[config.mk]
export PLATFORM = sky130hd
export DESIGN_NAME = output_compare_control_one
export DESIGN_NICKNAME = d
export VERILOG_FILES = /design/src/rtl/oc_pkg.sv /design/src/rtl/compare_buffer.sv /design/src/rtl/output_compare_control_one.sv
export VERILOG_INCLUDE_DIRS = /design/src /design/src/rtl
export SDC_FILE = /design/constraint.sdc
export NUM_CORES = 1
export LEC_CHECK = 0
export ABC_AREA = 0
export BUFFER_PORTS_ARGS = -buffer_cell sky130_fd_sc_hd__clkbuf_2
export CAP_MARGIN = 30
export CORE_AREA = 10 10 116 118
export CTS_BUF_LIST = sky130_fd_sc_hd__clkbuf_8 sky130_fd_sc_hd__clkbuf_16
export DETAILED_ROUTE_END_ITERATION = 12
export DIE_AREA = 0 0 126 128
export PLACE_DENSITY_LB_ADDON = 0.05
export REMOVE_ABC_BUFFERS = 1
export SYNTH_ARGS = -nofsm -noshare
export SYNTH_HDL_FRONTEND = slang
export SYNTH_HIERARCHICAL = 1
export SYNTH_SLANG_ARGS = --single-unit
[constraint.sdc]
create_clock -name ref_clk -period 2.4 [get_ports ref_clk]
set_input_delay 0.24 -clock ref_clk [delete_from_list [all_inputs] [get_ports ref_clk]]
set_output_delay 0.24 -clock ref_clk [all_outputs]
set_load 0.05 [all_outputs]
[src/rtl/oc_map.svh]
// offsets, field positions, reset values and codes of the compare channel
// assumes a 4-bit register index and 16-bit register data
`ifndef OC_MAP_SVH
`define OC_MAP_SVH
`define OC_ADDR_CTRL 4'h0
`define OC_ADDR_PRIMARY 4'h1
`define OC_ADDR_SECONDARY 4'h2
`define OC_ADDR_TIMER 4'h3
`define OC_ADDR_TRIGGER 4'h4
`define OC_ADDR_STATUS 4'h5
`define OC_ADDR_MASK 4'h6
`define OC_CTRL_RESET 16'h0000
`define OC_CTRL_WMASK 16'h3C8F
`define OC_CTRL_RMASK 16'h3C9F
`define OC_TSEL_HI 12
`define OC_TSEL_LO 10
`define OC_FLT_EN_BIT 7
`define OC_FLT_STAT_BIT 4
`define OC_TRIG_MODE_BIT 3
`define OC_TSEL_PERIPH 3'h7
`define OC_TSEL_T1 3'h4
`define OC_TSEL_T5 3'h3
`define OC_TSEL_T4 3'h2
`define OC_IRQ_FAULT 0
`define OC_IRQ_PRIMARY 1
`define OC_IRQ_SECONDARY 2
`define OC_TIMER_TOP 16'hFFFF
`endif

[src/rtl/oc_pkg.sv]
// types of the output compare channel
// assumes oc_map.svh for register constants; mode and shot encodings are set here
package oc_pkg;
  typedef enum logic [2:0] {
    MODE_OFF = 3'h0, MODE_SET_HIGH = 3'h1, MODE_SET_LOW = 3'h2,
    MODE_TOGGLE = 3'h3, MODE_DUAL_SHOT = 3'h4, MODE_DUAL_CONT = 3'h5,
    MODE_EDGE_PWM = 3'h6, MODE_CENTER_PWM = 3'h7
  } compare_mode_t;
  typedef enum logic [2:0] {
    SHOT_ARMED = 3'b001, SHOT_HALF = 3'b010, SHOT_DONE = 3'b100
  } shot_state_t;
  typedef struct packed {
    logic [15:0] ctrl;
    logic [15:0] timer;
    logic trig;
    logic out;
    logic pin;
    shot_state_t shot;
    logic [2:0] status;
    logic [2:0] mask;
    logic [15:0] rdata;
    logic [1:0] flt_sync;
  } oc_state_t;
  typedef struct packed {
    logic [15:0] shadow;
    logic [15:0] active;
  } buf_state_t;
endpackage

[src/rtl/compare_buffer.sv]
// one compare value with a shadow copy for period-aligned updates
// assumes load is a one-cycle pulse on the timer period boundary
`timescale 1ns/1ps
module compare_buffer (
  input wire logic ref_clk,
  input wire logic rst,
  input wire logic wr_en,
  input wire logic [15:0] wr_data,
  input wire logic buffered,
  input wire logic load,
  output logic [15:0] shadow_q,
  output logic [15:0] active_q
);
  import oc_pkg::*;
  buf_state_t s_q, s_d;

  // write to shadow; active follows at once or at the boundary
  always_comb begin
    s_d = s_q;
    if (wr_en) begin
      s_d.shadow = wr_data;
    end
    if (!buffered && wr_en) begin
      s_d.active = wr_data;
    end else if (buffered && load) begin
      s_d.active = wr_en ? wr_data : s_q.shadow;
    end
  end

  always_ff @(posedge ref_clk) begin
    if (rst) begin
      s_q <= '0;
    end else begin
      s_q <= s_d;
    end
  end

  assign shadow_q = s_q.shadow;
  assign active_q = s_q.active;

  property p_direct_write;
    @(posedge ref_clk) disable iff (rst)
    (!buffered && wr_en) |=> (active_q == $past(wr_data));
  endproperty
  a_direct_write: assert property (p_direct_write)
    else $error("direct write did not reach active value");

  property p_buffered_hold;
    @(posedge ref_clk) disable iff (rst)
    (buffered && wr_en && !load) |=> $stable(active_q);
  endproperty
  a_buffered_hold: assert property (p_buffered_hold)
    else $error("buffered value changed before the boundary");

  property p_boundary_load;
    @(posedge ref_clk) disable iff (rst)
    (buffered && load && !wr_en) |=> (active_q == $past(shadow_q));
  endproperty
  a_boundary_load: assert property (p_boundary_load)
    else $error("shadow value not loaded at the period boundary");
endmodule

[src/rtl/output_compare_control_one.sv]
// output compare channel: control register, timer, fault and trigger
// assumes tick inputs and trigger_in come from logic on ref_clk;
// fault_input_pin is asynchronous and is synchronised here
`timescale 1ns/1ps
`include "oc_map.svh"

// Overview of operation
// clock select bits 12-10 pick timer tick
// fault enable bit 7 gates fault pin
// hardware sets and clears fault status bit 4
// trigger clear mode: clear on secondary match
// compare values double-buffered in PWM modes only
// PWM and disable mode encodings drive output
// single and double compare modes, toggle, force
// trigger flag low holds timer at zero
// unimplemented control bits read zero, ignore writes
module output_compare_control_one (
  input wire logic ref_clk,
  input wire logic rst,
  input wire logic [3:0] reg_addr,
  input wire logic [15:0] reg_wr_data,
  input wire logic reg_wr,
  input wire logic reg_rd,
  output logic [15:0] reg_rd_data,
  input wire logic timer_one_clock,
  input wire logic timer_four_clock,
  input wire logic timer_five_clock,
  input wire logic trigger_in,
  input wire logic fault_input_pin,
  output logic compare_output_pin,
  output logic irq
);
  import oc_pkg::*;

  oc_state_t s_q, s_d;
  logic [15:0] pri_shadow, pri_active, sec_shadow, sec_active;
  logic tick, run, adv, pm, sm, period_end, pwm, fault_active;
  logic wr_ctrl, wr_trig;
  compare_mode_t mode, new_mode;

  // ------------------------------------------------------------
  // compare values
  // ------------------------------------------------------------
  compare_buffer u_primary (
    .ref_clk(ref_clk),
    .rst(rst),
    .wr_en(reg_wr && reg_addr == `OC_ADDR_PRIMARY),
    .wr_data(reg_wr_data),
    .buffered(pwm),
    .load(period_end),
    .shadow_q(pri_shadow),
    .active_q(pri_active)
  );

  compare_buffer u_secondary (
    .ref_clk(ref_clk),
    .rst(rst),
    .wr_en(reg_wr && reg_addr == `OC_ADDR_SECONDARY),
    .wr_data(reg_wr_data),
    .buffered(pwm),
    .load(period_end),
    .shadow_q(sec_shadow),
    .active_q(sec_active)
  );

  // ------------------------------------------------------------
  // timer tick and match events
  // ------------------------------------------------------------
  // reserved and unlisted selects give no tick, so the timer stalls
  always_comb begin
    case (s_q.ctrl[`OC_TSEL_HI:`OC_TSEL_LO])
      `OC_TSEL_PERIPH: tick = 1'b1;
      `OC_TSEL_T1: tick = timer_one_clock;
      `OC_TSEL_T5: tick = timer_five_clock;
      `OC_TSEL_T4: tick = timer_four_clock;
      default: tick = 1'b0;
    endcase
  end

  assign mode = compare_mode_t'(s_q.ctrl[2:0]);
  assign new_mode = compare_mode_t'(reg_wr_data[2:0]);
  assign pwm = (mode == MODE_EDGE_PWM) || (mode == MODE_CENTER_PWM);
  assign run = s_q.trig && (mode != MODE_OFF);
  assign adv = run && tick;
  assign pm = adv && (s_q.timer == pri_active);
  assign sm = adv && (s_q.timer == sec_active);
  // edge PWM uses the secondary value as period, others free-run
  assign period_end = adv && ((mode == MODE_EDGE_PWM) ?
    (s_q.timer == sec_active) : (s_q.timer == `OC_TIMER_TOP));
  assign fault_active = s_q.ctrl[`OC_FLT_EN_BIT] && s_q.flt_sync[1];
  assign wr_ctrl = reg_wr && (reg_addr == `OC_ADDR_CTRL);
  assign wr_trig = reg_wr && (reg_addr == `OC_ADDR_TRIGGER);

  // ------------------------------------------------------------
  // next state
  // ------------------------------------------------------------
  always_comb begin
    s_d = s_q;
    s_d.flt_sync = {s_q.flt_sync[0], fault_input_pin};
    // control writes keep the hardware-owned fault bit
    if (wr_ctrl) begin
      s_d.ctrl = (reg_wr_data & `OC_CTRL_WMASK) |
        (s_q.ctrl & ~`OC_CTRL_WMASK & `OC_CTRL_RMASK);
    end
    // fault status: set on fault, cleared once gone at a new period
    if (fault_active) begin
      s_d.ctrl[`OC_FLT_STAT_BIT] = 1'b1;
    end else if (period_end) begin
      s_d.ctrl[`OC_FLT_STAT_BIT] = 1'b0;
    end
    // trigger flag: clears first so a same-cycle set wins
    if (wr_trig && !reg_wr_data[0]) begin
      s_d.trig = 1'b0;
    end
    if (s_q.ctrl[`OC_TRIG_MODE_BIT] && sm) begin
      s_d.trig = 1'b0;
    end
    if (trigger_in || (wr_trig && reg_wr_data[0])) begin
      s_d.trig = 1'b1;
    end
    // timer
    if (!s_q.trig || mode == MODE_OFF) begin
      s_d.timer = 16'h0000;
    end else if (adv) begin
      s_d.timer = period_end ? 16'h0000 : s_q.timer + 16'h0001;
    end
    // output waveform per mode
    case (mode)
      MODE_OFF: s_d.out = 1'b0;
      MODE_SET_HIGH, MODE_SET_LOW: begin
        if (pm && s_q.shot == SHOT_ARMED) begin
          s_d.out = (mode == MODE_SET_HIGH);
          s_d.shot = SHOT_DONE;
        end
      end
      MODE_TOGGLE: if (pm) s_d.out = ~s_q.out;
      MODE_DUAL_SHOT: begin
        if (pm && s_q.shot == SHOT_ARMED) begin
          s_d.out = 1'b1;
          s_d.shot = SHOT_HALF;
        end else if (sm && s_q.shot == SHOT_HALF) begin
          s_d.out = 1'b0;
          s_d.shot = SHOT_DONE;
        end
      end
      MODE_DUAL_CONT: begin
        if (pm) s_d.out = 1'b1;
        else if (sm) s_d.out = 1'b0;
      end
      MODE_EDGE_PWM: begin
        if (pm) s_d.out = 1'b0;
        else if (adv && s_q.timer == 16'h0000) s_d.out = 1'b1;
      end
      MODE_CENTER_PWM: begin
        if (pm) s_d.out = 1'b1;
        else if (sm) s_d.out = 1'b0;
      end
      default: s_d.out = 1'b0;
    endcase
    // a control write that changes the mode re-initialises the output level and one-shots
    if (wr_ctrl && new_mode != mode) begin
      s_d.out = (new_mode == MODE_SET_LOW);
      s_d.shot = SHOT_ARMED;
    end
    // a latched fault forces the pin low
    s_d.pin = s_d.out && !s_d.ctrl[`OC_FLT_STAT_BIT];
    // sticky status, write one to clear; new events win
    if (reg_wr && reg_addr == `OC_ADDR_STATUS) begin
      s_d.status = s_q.status & ~reg_wr_data[2:0];
    end
    if (fault_active && !s_q.ctrl[`OC_FLT_STAT_BIT]) begin
      s_d.status[`OC_IRQ_FAULT] = 1'b1;
    end
    if (pm) s_d.status[`OC_IRQ_PRIMARY] = 1'b1;
    if (sm) s_d.status[`OC_IRQ_SECONDARY] = 1'b1;
    if (reg_wr && reg_addr == `OC_ADDR_MASK) begin
      s_d.mask = reg_wr_data[2:0];
    end
    // read data stand only in the cycle after the strobe
    s_d.rdata = 16'h0000;
    if (reg_rd) begin
      case (reg_addr)
        `OC_ADDR_CTRL: s_d.rdata = s_q.ctrl & `OC_CTRL_RMASK;
        `OC_ADDR_PRIMARY: s_d.rdata = pri_shadow;
        `OC_ADDR_SECONDARY: s_d.rdata = sec_shadow;
        `OC_ADDR_TIMER: s_d.rdata = s_q.timer;
        `OC_ADDR_TRIGGER: s_d.rdata = {15'h0000, s_q.trig};
        `OC_ADDR_STATUS: s_d.rdata = {13'h0000, s_q.status};
        `OC_ADDR_MASK: s_d.rdata = {13'h0000, s_q.mask};
        default: s_d.rdata = 16'h0000;
      endcase
    end
  end

  // ------------------------------------------------------------
  // state register and outputs
  // ------------------------------------------------------------
  always_ff @(posedge ref_clk) begin
    if (rst) begin
      s_q <= '{ctrl: `OC_CTRL_RESET, shot: SHOT_ARMED, default: '0};
    end else begin
      s_q <= s_d;
    end
  end

  assign reg_rd_data = s_q.rdata;
  assign compare_output_pin = s_q.pin;
  assign irq = |(s_q.status & s_q.mask);

  // ------------------------------------------------------------
  // checks
  // ------------------------------------------------------------
  property p_reserved_stall;
    @(posedge ref_clk) disable iff (rst)
    (s_q.ctrl[`OC_TSEL_HI:`OC_TSEL_LO] inside {3'h5, 3'h6} && run &&
      !wr_ctrl) |=> $stable(s_q.timer);
  endproperty
  a_reserved_stall: assert property (p_reserved_stall)
    else $error("timer moved with a reserved clock select");

  property p_periph_count;
    @(posedge ref_clk) disable iff (rst)
    (s_q.ctrl[`OC_TSEL_HI:`OC_TSEL_LO] == `OC_TSEL_PERIPH && run &&
      mode != MODE_EDGE_PWM && s_q.timer != `OC_TIMER_TOP && !reg_wr)
      |=> (s_q.timer == $past(s_q.timer) + 16'h0001);
  endproperty
  a_periph_count: assert property (p_periph_count)
    else $error("peripheral clock did not advance the timer");

  property p_fault_ignored;
    @(posedge ref_clk) disable iff (rst)
    (!s_q.ctrl[`OC_FLT_EN_BIT] && !s_q.ctrl[`OC_FLT_STAT_BIT])
      |=> !s_q.ctrl[`OC_FLT_STAT_BIT];
  endproperty
  a_fault_ignored: assert property (p_fault_ignored)
    else $error("fault status set while fault input disabled");

  property p_fault_force;
    @(posedge ref_clk) disable iff (rst)
    fault_active |=> (s_q.ctrl[`OC_FLT_STAT_BIT] && !compare_output_pin);
  endproperty
  a_fault_force: assert property (p_fault_force)
    else $error("fault did not latch status and force pin low");

  property p_auto_clear;
    @(posedge ref_clk) disable iff (rst)
    (s_q.ctrl[`OC_TRIG_MODE_BIT] && sm && !trigger_in && !wr_trig)
      |=> !s_q.trig;
  endproperty
  a_auto_clear: assert property (p_auto_clear)
    else $error("trigger flag not cleared on secondary match");

  property p_manual_only;
    @(posedge ref_clk) disable iff (rst)
    (s_q.trig && !s_q.ctrl[`OC_TRIG_MODE_BIT] && !wr_trig) |=> s_q.trig;
  endproperty
  a_manual_only: assert property (p_manual_only)
    else $error("trigger flag cleared by hardware in manual mode");

  property p_edge_low;
    @(posedge ref_clk) disable iff (rst)
    (mode == MODE_EDGE_PWM && pm && !reg_wr) |=> !compare_output_pin;
  endproperty
  a_edge_low: assert property (p_edge_low)
    else $error("edge PWM output not low after primary match");

  property p_toggle;
    @(posedge ref_clk) disable iff (rst)
    (mode == MODE_TOGGLE && pm && !reg_wr) |=> (s_q.out != $past(s_q.out));
  endproperty
  a_toggle: assert property (p_toggle)
    else $error("toggle mode did not toggle on primary match");

  property p_held_clear;
    @(posedge ref_clk) disable iff (rst)
    !s_q.trig |=> (s_q.timer == 16'h0000);
  endproperty
  a_held_clear: assert property (p_held_clear)
    else $error("timer not held clear without trigger");

  property p_unimpl_zero;
    @(posedge ref_clk) disable iff (rst)
    (reg_rd && reg_addr == `OC_ADDR_CTRL)
      |=> ((reg_rd_data & ~`OC_CTRL_RMASK) == 16'h0000);
  endproperty
  a_unimpl_zero: assert property (p_unimpl_zero)
    else $error("unimplemented control bits read non-zero");
endmodule

Word level (Yosys, flattened, before mapping)
Cells that the tools add are included.
{ "totals": {"inputBits": 29, "output_inout_bits": 18, "reg_bits": 124} }
{ "op_classes": {"bitwise_logic": 6, "addsub": 1, "n_mux": 34, "n_reduce_logical": 50, "n_eq_ne": 26} }
{ "op_table": {"columns": ["operator", "count"], "rows": [
  ["$mux 16", 7],
  ["$pmux 16 s7", 1],
  ["$eq 16x16->1", 2],
  ["$logic_and 1x1->1", 24],
  ["$eq 3x2->1 const B", 6],
  ["$eq 3x3->1 const B", 6],
  ["$mux 1", 18],
  ["$add 16x1->16 const B", 1],
  ["$eq 16x16->1 const B", 1],
  ["$logic_not 16->1", 1],
  ["$or 14x5->14", 1],
  ["$eq 4x3->1 const B", 3],
  ["$mux 3", 4],
  ["$reduce_bool 2->1", 6],
  ["$reduce_or 2->1", 5],
  ["$eq 4x2->1 const B", 2],
  ["$and 3x3->3", 2],
  ["$eq 3x1->1 const B", 2],
  ["$pmux 1 s6", 1],
  ["$pmux 3 s2", 1],
  ["$reduce_bool 3->1", 2],
  ["$logic_not 1->1", 5],
  ["$mux 5", 1],
  ["$eq 4x1->1 const B", 1],
  ["11 further kinds", 14]
]} }

Logic depth before layout (Yosys ltp)
Gate-level depths: netlist (run 1).
{ "depth": {"word_depth": 10, "ltp_mapped": 11, "ltp_nobuf": 9} }

Hierarchy
The synthesis (run 1) kept the hierarchy.
{ "by_module_without_submodules": {"columns": ["module", "cells_each", "instances", "area_each_um2"], "rows": [
  ["output_compare_control_one", 397, 1, 3606.0],
  ["compare_buffer", 105, 2, 1193.6]
]} }

Worst setup path before layout (run 1)
OpenSTA, ideal clock, no wires.
{ "synth_timing": {"path_type": "reg-to-reg", "from": "reg s_q[43] (netlist name)", "to": "reg u_primary.s_q (netlist bit u_primary/active_q[7])", "arrival_ns": 1.957, "t_required_ns": 2.319, "slack_ns": 0.362, "stages_incl_launch_ff": 12, "setup_time_ns": 0.081, "n_path_buf": 2, "cell_sequence": "dfxtp_1 buf_2 xor2_1 nor4_2 nand4_1 nand2_1 o211ai_1 inv_1 mux2_4 buf_2 nor2_1 a211oi_2"} }
{ "synth_between": {"elab_chain_len": 5, "elab_cells_between_ends": 6, "classes_between": "2 x eq/ne; 1 x mux; 3 x reduce/logical"} }
{ "synth_lines": {"columns": ["item", "line_no", "rtl"], "rows": [
  ["from (decl)", "output_compare_control_one.sv:35", "oc_state_t s_q, s_d;"],
  ["from (signal assigned)", "output_compare_control_one.sv:200", "s_q <= '{ctrl: `OC_CTRL_RESET, shot: SHOT_ARMED, default: '0};"],
  ["from (signal assigned)", "output_compare_control_one.sv:202", "s_q <= s_d;"],
  ["$eq 16x16->1 (on tied branches)", null, null],
  ["$mux 1 *", "output_compare_control_one.sv:88", "assign period_end = adv && ((mode == MODE_EDGE_PWM) ?"],
  ["$logic_and 1x1->1 *", "output_compare_control_one.sv:88", null],
  ["via period_end", "output_compare_control_one.sv:37", "logic tick, run, adv, pm, sm, period_end, pwm, fault_active;"],
  ["$logic_and 1x1->1 *", "compare_buffer.sv:25", "end else if (buffered && load) begin"],
  ["$reduce_bool 2->1 (no source line) *", null, null],
  ["to (signal assigned)", "compare_buffer.sv:32", "s_q <= '0;"],
  ["to (signal assigned)", "compare_buffer.sv:34", "s_q <= s_d;"],
  ["to (decl)", "compare_buffer.sv:15", "buf_state_t s_q, s_d;"]
]} }
The timed path passes the listed nets; every way through them passes the cells marked *.
A chain may end at the register's enable or synchronous reset.

Final worst setup path (run 1)
{ "layout_timing": {"from": "reg s_q[45] (netlist name)", "to": "reg u_primary.s_q (netlist bit u_primary/active_q[8])"} }
The elaborated chain is that of the path after synthesis.

==> out/qor.yml, run 1 <==
drt:
  drt_iter0_markers: 437
  vias: 4447
  routed_wl_um: 14760
  avgRoutedWirePerCell_um: 18.57
  drcViolationCount: 0
  avgViaCountPerCell: 5.594
  detail-route-antenna-nets: 0
  drt_first_pass_iters: 8
synth:
  syn_avg_cell_area_um2: 9.874
  synthCells: 607
  yosys.area_share.simple_pct: 18.94
  synthFlopType: "dfxtp_1"
  muxShareOfSynthArea_pct: 12.63
  yosysWarnings: 6
  async_reset_ff_share_pct: 0
  syn-cell-area_mm2: 0.005993
  synth_compound_area_share_pct: 12.23
  synth-xor-area-share_pct: 7.996
  synth_edf_count: 0
  yosysUniqueCellTypes: 61
  synth-seq-cells: 120
  synth_top_family_by_area: "simple AND/OR/NAND/NOR gates"
  ys_seq_area_share_pct: 40.08
  synth-adder-area-share_pct: 0.4175
timing:
  tightest_slew_ps: 682.4
  relSlewSlack_pct: 54.42
  timing.hold.ws_ps: 35.78
  hold_viol_final: 0
  clock_skew_ps: 8.214
  tns_ps: 0
  finalCriticalPeriod_ps: 2239
  rsz0062_at_grt: "no"
  fmax_mhz: 446.6
  fin_crit_sh_pct: 93.29
  slew_violations: 0
  setup_violations: 0
run:
  maxCapViolations: 0
die:
  pin_count: 47
  start_util_pct: 53.40
  rows: 39
  dieWidth_um: 126
  dieArea_mm2: 0.01613
  die_h_um: 128
  fp.coreArea_mm2: 0.01122
clock_network:
  cts_resized: 0
  hold_buffers: 0
  clk_transition_reported_paths_ps: 50
  clock_path_buffers: 2
  numCtsBuffers: 17
  clockRootBuffer: "clkbuf_16"
  clk_latency_ps: 420
  cts_setup_buffers: 0
  h-tree-depth: 4
  cts_tree: "yes"
  numClockSinks: 120
global_routing:
  antenna_found_initial: 0
  overflow: 0
  track_usage_pct: 18.81
  grt_max_degree: 66
  grt_pass1_vias: 4524
  grt_first_pass_wirelength_um: 24050
setup_path:
  start_kind: "flop"
  critical_path_class: "reg2reg"
  cp.arrival_ps: 2570
  end_kind: "flop"
  crit_fanout: 20
  crit_required_ps: 2740
place:
  dpl-instance-area_mm2: 0.006267
  portBuffers: 46
  gp_congestion: 0.8601
  dpl.hpwl_um: 10500
run_status:
  status: "finished, final reports clean"
finish:
  area_growth_pct: 15.37
  drive_gt1_share_pct: 26.69
  diodes: 0
  fin_area_mm2: 0.006914
  fillCellCount: 987
  nets: 670
min_path:
  hold_class: "in2reg"
power:
  leakagePower_nw: 2.533
  post-layout-total-power_mw: 5.073
  ir_worst_vdd_v: 0.0005491
  power_density_mw_per_mm2: 733.7
[logic make-up after synthesis]
logic type,Yosys count
compound gates,75
xor+xnor,50
fa+ha+maj,2
buf+inv,69
flops,120
mux,65
simple gates,226
[cell type report]
class,instances,area (um^2),area share (%)
timing repair buffer,73,523.0,7.564
inverter,9,33.78,0.4886
tap,143,178.9,2.588
sequential,120,2405,34.78
multi-input combinational,418,3129,45.26
clock inverter,14,205.2,2.968
clock buffer,18,439.2,6.352
[placed cells by master (no fill, tap or decap), drive strengths merged, types with 4 or more instances in the layout]
cell	n
a21oi	10
nor4	9
nand2	22
dfxtp	120
xor2	23
nand4	9
clkbuf	63
mux2	9
o21ai	6
a22oi	6
nor2	123
nor3	9
xnor2	27
mux4	7
mux2i	49
clkinv	4
bufinv	5
buf	28
nand3	16
and3	5
inv	12
a211oi	32
nor2b	16
[report_power, final]
group | internal, mW | total [mW] | switching (mW) | leakage, nW
combinational | 0.107 | 0.264 | 0.158 | 1.24
clock | 1.86 | 2.77 | 0.913 | 0.319
sequential | 2.02 | 2.04 | 0.0197 | 0.970
total | 3.98 | 5.07 | 1.09 | 2.53
[flip-flops by register name, summed over array words and instances (netlist names)]
name	cells
mode	3
u_primary/active_q	16
u_secondary/shadow_q	16
u_primary/shadow_q	16
u_secondary/active_q	16
compare_output_pin	1
s_d	1
reg_rd_data	16
s_q	35
[through the flow]
stage | instances | worst slack (ps) | util (%)
global route | 795 | 12.84 | 61.61
CTS | 795 | 125.0 | 61.58
global placement | 763 | 229.2 | 55.84
finish | 795 | 161.0 | 61.61
floorplan | 547 | 282.1 | -
detailed placement | 763 | 150.8 | 55.84
[cell usage after synthesis, types with 7 or more instances]
cell type,instances,area (um^2)
mux4_2,7,157.7
buf_4,21,157.7
xor2_1,23,201.4
nor2_1,123,461.7
nor2b_1,16,100.1
clkbuf_1,14,52.55
nand2_1,22,82.58
nor3_1,7,35.03
a21oi_1,10,50.05
inv_1,9,33.78
mux2i_1,49,490.5
a211oi_2,32,400.4
mux2_2,7,78.83
nand3_1,15,75.07
xnor2_1,23,201.4
buf_6,15,168.9
dfxtp_1,120,2402
nand4_1,8,50.05
buf_2,9,45.04
[metal layers]
| metal | GRT usage [%] | part of all wire, % | vias to the layer above | wire length (um) |
|---|---|---|---|---|
| li1 | - | - | 2157 | - |
| met1 | 22.38 | 45 | 2162 | 6627 |
| met2 | 31.36 | 49 | 107 | 7162 |
| met3 | 5.087 | 4.4 | 21 | 643 |
| met4 | 7.904 | 2.2 | 0 | 327 |
| met5 | 0 | 0 | - | 0 |
[path summary, 6_finish.rpt]
kind / slack (ps) / depth (start not counted) / from / end
setup / recovery: 160 / 10 / s_q[45] / u_primary/active_q[8]
hold reg to reg: 450 / 1 / s_d[1] / s_q[1]
hold / removal: 40 / 2 / fault_input_pin / s_d[1]
setup reg to reg: 160 / 10 / s_q[45] / u_primary/active_q[8]
[critical path: stages, from the launching register on]
cell      delay, ps
dfxtp_1         510
xor2_1          110
nor4_1          410
nand4_1         190
nand2_1         110
o211ai_1        120
inv_1           100
mux2_4          180
buf_12          170
nor2_1           70
a211oi_2        190
Power figures use the tool's default switching activity.
==> run 2: changes to the inputs <==
--- a/config.mk
+++ b/config.mk
@@ -6,14 +6,14 @@
 export SDC_FILE = /design/constraint.sdc
 export NUM_CORES = 1
 export LEC_CHECK = 0
-export ABC_AREA = 0
+export ABC_AREA = 1
 export BUFFER_PORTS_ARGS = -buffer_cell sky130_fd_sc_hd__clkbuf_2
 export CAP_MARGIN = 30
-export CORE_AREA = 10 10 116 118
+export CORE_AREA = 10 10 120 122
 export CTS_BUF_LIST = sky130_fd_sc_hd__clkbuf_8 sky130_fd_sc_hd__clkbuf_16
 export DETAILED_ROUTE_END_ITERATION = 12
-export DIE_AREA = 0 0 126 128
-export PLACE_DENSITY_LB_ADDON = 0.05
+export DIE_AREA = 0 0 130 132
+export PLACE_DENSITY = 0.8
 export REMOVE_ABC_BUFFERS = 1
 export SYNTH_ARGS = -nofsm -noshare
 export SYNTH_HDL_FRONTEND = slang
==> run 2 against run 1 <==
Net effect: via count is 38% higher; area after synthesis is 9.0% higher; critical endpoint unchanged; global-route usage is 1.7 points higher; worst setup slack better by 57 ps; non-clock buffer count is 4 higher; worst hold slack worse by 22 ps; utilization is 1.1 points higher; sequential power hardly changed.
==> out/qor.yml, run 2 <==
synth:
  yosysTopAreaCell: "dfxtp_1"  # unchanged
  synthFlopType: "dfxtp_1"  # unchanged
  async_reset_ff_share_pct: 0  # unchanged
  yosysWarnings: 6  # unchanged
  yosysTopAreaCellShare_pct: 36.77  # was 40.08%
  syn-cell-area_mm2: 0.006533  # was 0.005993 mm^2
  synth_edf_count: 0  # unchanged
  synthCells: 999  # was 607
  synth.most_common_cell: "nand2_1"  # was nor2_1
  synth-seq-cells: 120  # unchanged
  netlist_top_cells_area: "dfxtp_1, nand2_1, inv_1"  # was dfxtp_1, mux2i_1, nor2_1
  syn_avg_cell_area_um2: 6.539  # was 9.874 um^2
  ys_seq_area_share_pct: 36.77  # was 40.08%
  yosysUniqueCellTypes: 51  # was 61
  synth_common_cells: "nand2_1, inv_1, nor2_1"  # was nor2_1, dfxtp_1, mux2i_1
die:
  dieArea_mm2: 0.01716  # was 0.01613 mm^2
  start_util_pct: 54.84  # was 53.40%
  fp.coreArea_mm2: 0.01191  # was 0.01122 mm^2
  rows: 40  # was 39
  pin_count: 47  # unchanged
  dieWidth_um: 130  # was 126 um
  die_h_um: 132  # was 128 um
clock_network:
  numClockSinks: 120  # unchanged
  clk_latency_ps: 420  # about the same
  hold_buffers: 0  # unchanged
  clock_path_buffers: 2  # unchanged
  h-tree-depth: 4  # unchanged
  cts_setup_buffers: 0  # unchanged
  cts_tree: "yes"  # unchanged
  clk_transition_reported_paths_ps: 60  # was 50 ps
  clockRootBuffer: "clkbuf_16"  # unchanged
  numCtsBuffers: 17  # unchanged
finish:
  mostFrequentLayoutCell: "nand2_1"  # was nor2_1
  fin_cells: 1204  # was 795
  largest_reg_flops: 35  # unchanged
  drive_gt1_share_pct: 20.15  # was 26.69%
  nets: 1075  # was 670
  diodes: 0  # unchanged
  top_register: "s_q"  # unchanged
  fillCellCount: 1040  # was 987
  area_growth_pct: 14.35  # was 15.37%
  final_cell_mix: "nand2_1, inv_1, nor2_1, dfxtp_1, clkbuf_2"  # was nor2_1, dfxtp_1, mux2i_1, clkbuf_2, a211oi_2
setup_path:
  crit_required_ps: 2710  # was 2740 ps
  crit_chain: "inv_2 > nand2_1 > nand2_1 > nand3_1 > nand2_2 > nand2_8 > nor2_4 > nand3_1 > inv_1 > nand2_1 > o32ai_2 > nand2_1 > nand2_4 > buf_12 > nand2_1 > nand2_1 > nor2_2"  # was xor2_1 > nor4_1 > nand4_1 > nand2_1 > o211ai_1 > inv_1 > mux2_4 > buf_12 > nor2_1 > a211oi_2
  cp.arrival_ps: 2490  # was 2570 ps
  r2r_setup_slack_ps: 220  # was 160 ps
  start_kind: "flop"  # unchanged
  r2r_cells: 17  # was 10
  worst-path-buf-inv: 3  # was 2
  crit_fanout: 26  # was 20
  r2r_end: "u_primary/active_q[8]"  # unchanged
  path_delay_family: "simple AND/OR/NAND/NOR gates"  # unchanged
  end_kind: "flop"  # unchanged
  cp-startpoint: "s_q[58]"  # was s_q[45]
  cp.depth: 17  # was 10
  cpMostUsedCell: "nand2_1"
  r2r_start: "s_q[58]"  # was s_q[45]
  critical_path_class: "reg2reg"  # unchanged
  slowest_delay_ps: 320  # was 510 ps
  cp-endpoint: "u_primary/active_q[8]"  # unchanged
  slowest_stage: "dfxtp_1"  # unchanged
min_path:
  hold_class: "in2reg"  # unchanged
run:
  maxCapViolations: 0  # unchanged
drt:
  vias: 6120  # was 4447
  avgViaCountPerCell: 5.083  # was 5.594
  routed_wl_um: 17360  # was 14760 um
  drcViolationCount: 0  # unchanged
  avgRoutedWirePerCell_um: 14.42  # was 18.57 um
  detail-route-antenna-nets: 0  # unchanged
  drt_iter0_markers: 654  # was 437
  drt_first_pass_iters: 7  # was 8
timing:
  setup_violations: 0  # unchanged
  hold_viol_final: 0  # unchanged
  slew_violations: 0  # unchanged
  finalCriticalPeriod_ps: 2182  # was 2239 ps
  tns_ps: 0  # unchanged
  clock_skew_ps: 11.16  # was 8.214 ps
  fin_crit_sh_pct: 90.91  # was 93.29%
  fmax_mhz: 458.3  # was 446.6 MHz
  relSlewSlack_pct: 64.27  # was 54.42%
  tightest_slew_ps: 535.4  # was 682.4 ps
  rsz0062_at_grt: "no"  # unchanged
power:
  power_density_mw_per_mm2: 657.2  # was 733.7 mW/mm^2
  post-layout-total-power_mw: 4.909  # was 5.073 mW
  ir_worst_vdd_v: 0.0004203  # was 0.0005491 V
  leakagePower_nw: 3.503  # was 2.533 nW
global_routing:
  grt_pass1_vias: 5770  # was 4524
  track_usage_pct: 20.50  # was 18.81%
  overflow: 0  # unchanged
  antenna_found_initial: 0  # unchanged
  grt_first_pass_wirelength_um: 27990  # was 24050 um
  grt_max_degree: 28  # was 66
place:
  dpl.hpwl_um: 12180  # was 10500 um
  portBuffers: 46  # unchanged
  place_inst: 1172  # was 763
  gp_congestion: 0.9293  # was 0.8601
run_status:
  status: "finished, final reports clean"  # unchanged
## run 2: changes by cell type after synthesis, sizes merged, moves of 15 or more
cell,delta
nand2,+311
inv,+161
mux2i,-49
nor2,+46
a211oi,-31
xnor2,-18
nor2b,-16
a21oi,+15
## run 2: cells by family (layout without fill, tap and decap cells)
logic type               Yosys count  count (layout)  synth area share [%]
buffers and inverters            222             280                 15.38
flip-flops                       120             120                 36.77
XOR/XNOR                          18              18                 2.413
AND/OR/NAND/NOR                  554             554                 36.95
AO/OA/AOI/OAI                     83              83                 8.102
adder cells (fa/ha/maj)            2               2                0.3830
## run 2: worst min-delay path by stage
stage | startpoint | endpoint | slack (ps) | cells after the start
final | fault_input_pin | s_d[1] | 10 | 3
after global routing | fault_input_pin | s_d[1] | 30 | 3
after CTS | fault_input_pin | s_d[1] | 4 | 3
after detailed placement | s_d[1] | s_q[1] | 400 | 2
after global placement | s_d[1] | s_q[1] | 390 | 2
after floorplan | rst | compare_output_pin | 310 | 1
## run 2: repair_timing
item	4_1_cts	5_1_grt
resized for setup	0	8
hold endpoints to repair	0	0
setup endpoints to repair	0	32
## run 2: routing by layer
metal	share of wire, %	up-vias	routed length, um	global-route usage, %
met1	44	2781	7623	24.88
met5	0	-	0	0
met4	2.2	0	378	7.688
li1	-	3108	-	-
met3	7.7	36	1329	5.873
met2	46	195	8025	33.32
## run 2: through the flow
step | utilization, % | hold WS (ps) | area [um^2] | worst slack [ps]
2_1_floorplan | - | 306.9 | 6176 | 328.0
3_3_place_gp | 57.59 | 391.3 | 6860 | 164.3
3_5_place_dp | 57.59 | 399.3 | 6860 | 78.15
4_1_cts | 62.53 | 4.020 | 7448 | 59.68
5_1_grt | 62.71 | 26.60 | 7470 | 17.56
6_report | 62.71 | 14.14 | 7470 | 218.1
## run 2: final cells by class
cell class / instances / area, um^2 / share of cell area (%)
clock buffers: 18 / 439.2 / 5.879
clock inverters: 14 / 148.9 / 1.993
inverters: 171 / 648.1 / 8.677
multi-input cells: 657 / 3141 / 42.04
flip-flops and latches: 120 / 2409 / 32.24
well taps: 147 / 183.9 / 2.462
repair buffers: 77 / 500.5 / 6.700
## run 2: worst reg2reg max path, stage by stage, from the launching register on
cell and delay [ps]:
dfxtp_1 320, inv_2 90, nand2_1 50, nand2_1 50, nand3_1 80, nand2_2 160, nand2_8 120, nor2_4 140
nand3_1 80, inv_1 80, nand2_1 90, o32ai_2 240, nand2_1 130, nand2_4 100, buf_12 170, nand2_1 80
nand2_1 70, nor2_2 40
## run 2: report_power, final
group          total (mW)  switching, mW  internal, mW
combinational       0.317          0.209         0.108
clock                2.55          0.986          1.56
sequential           2.05         0.0213          2.02
total                4.91           1.22          3.69
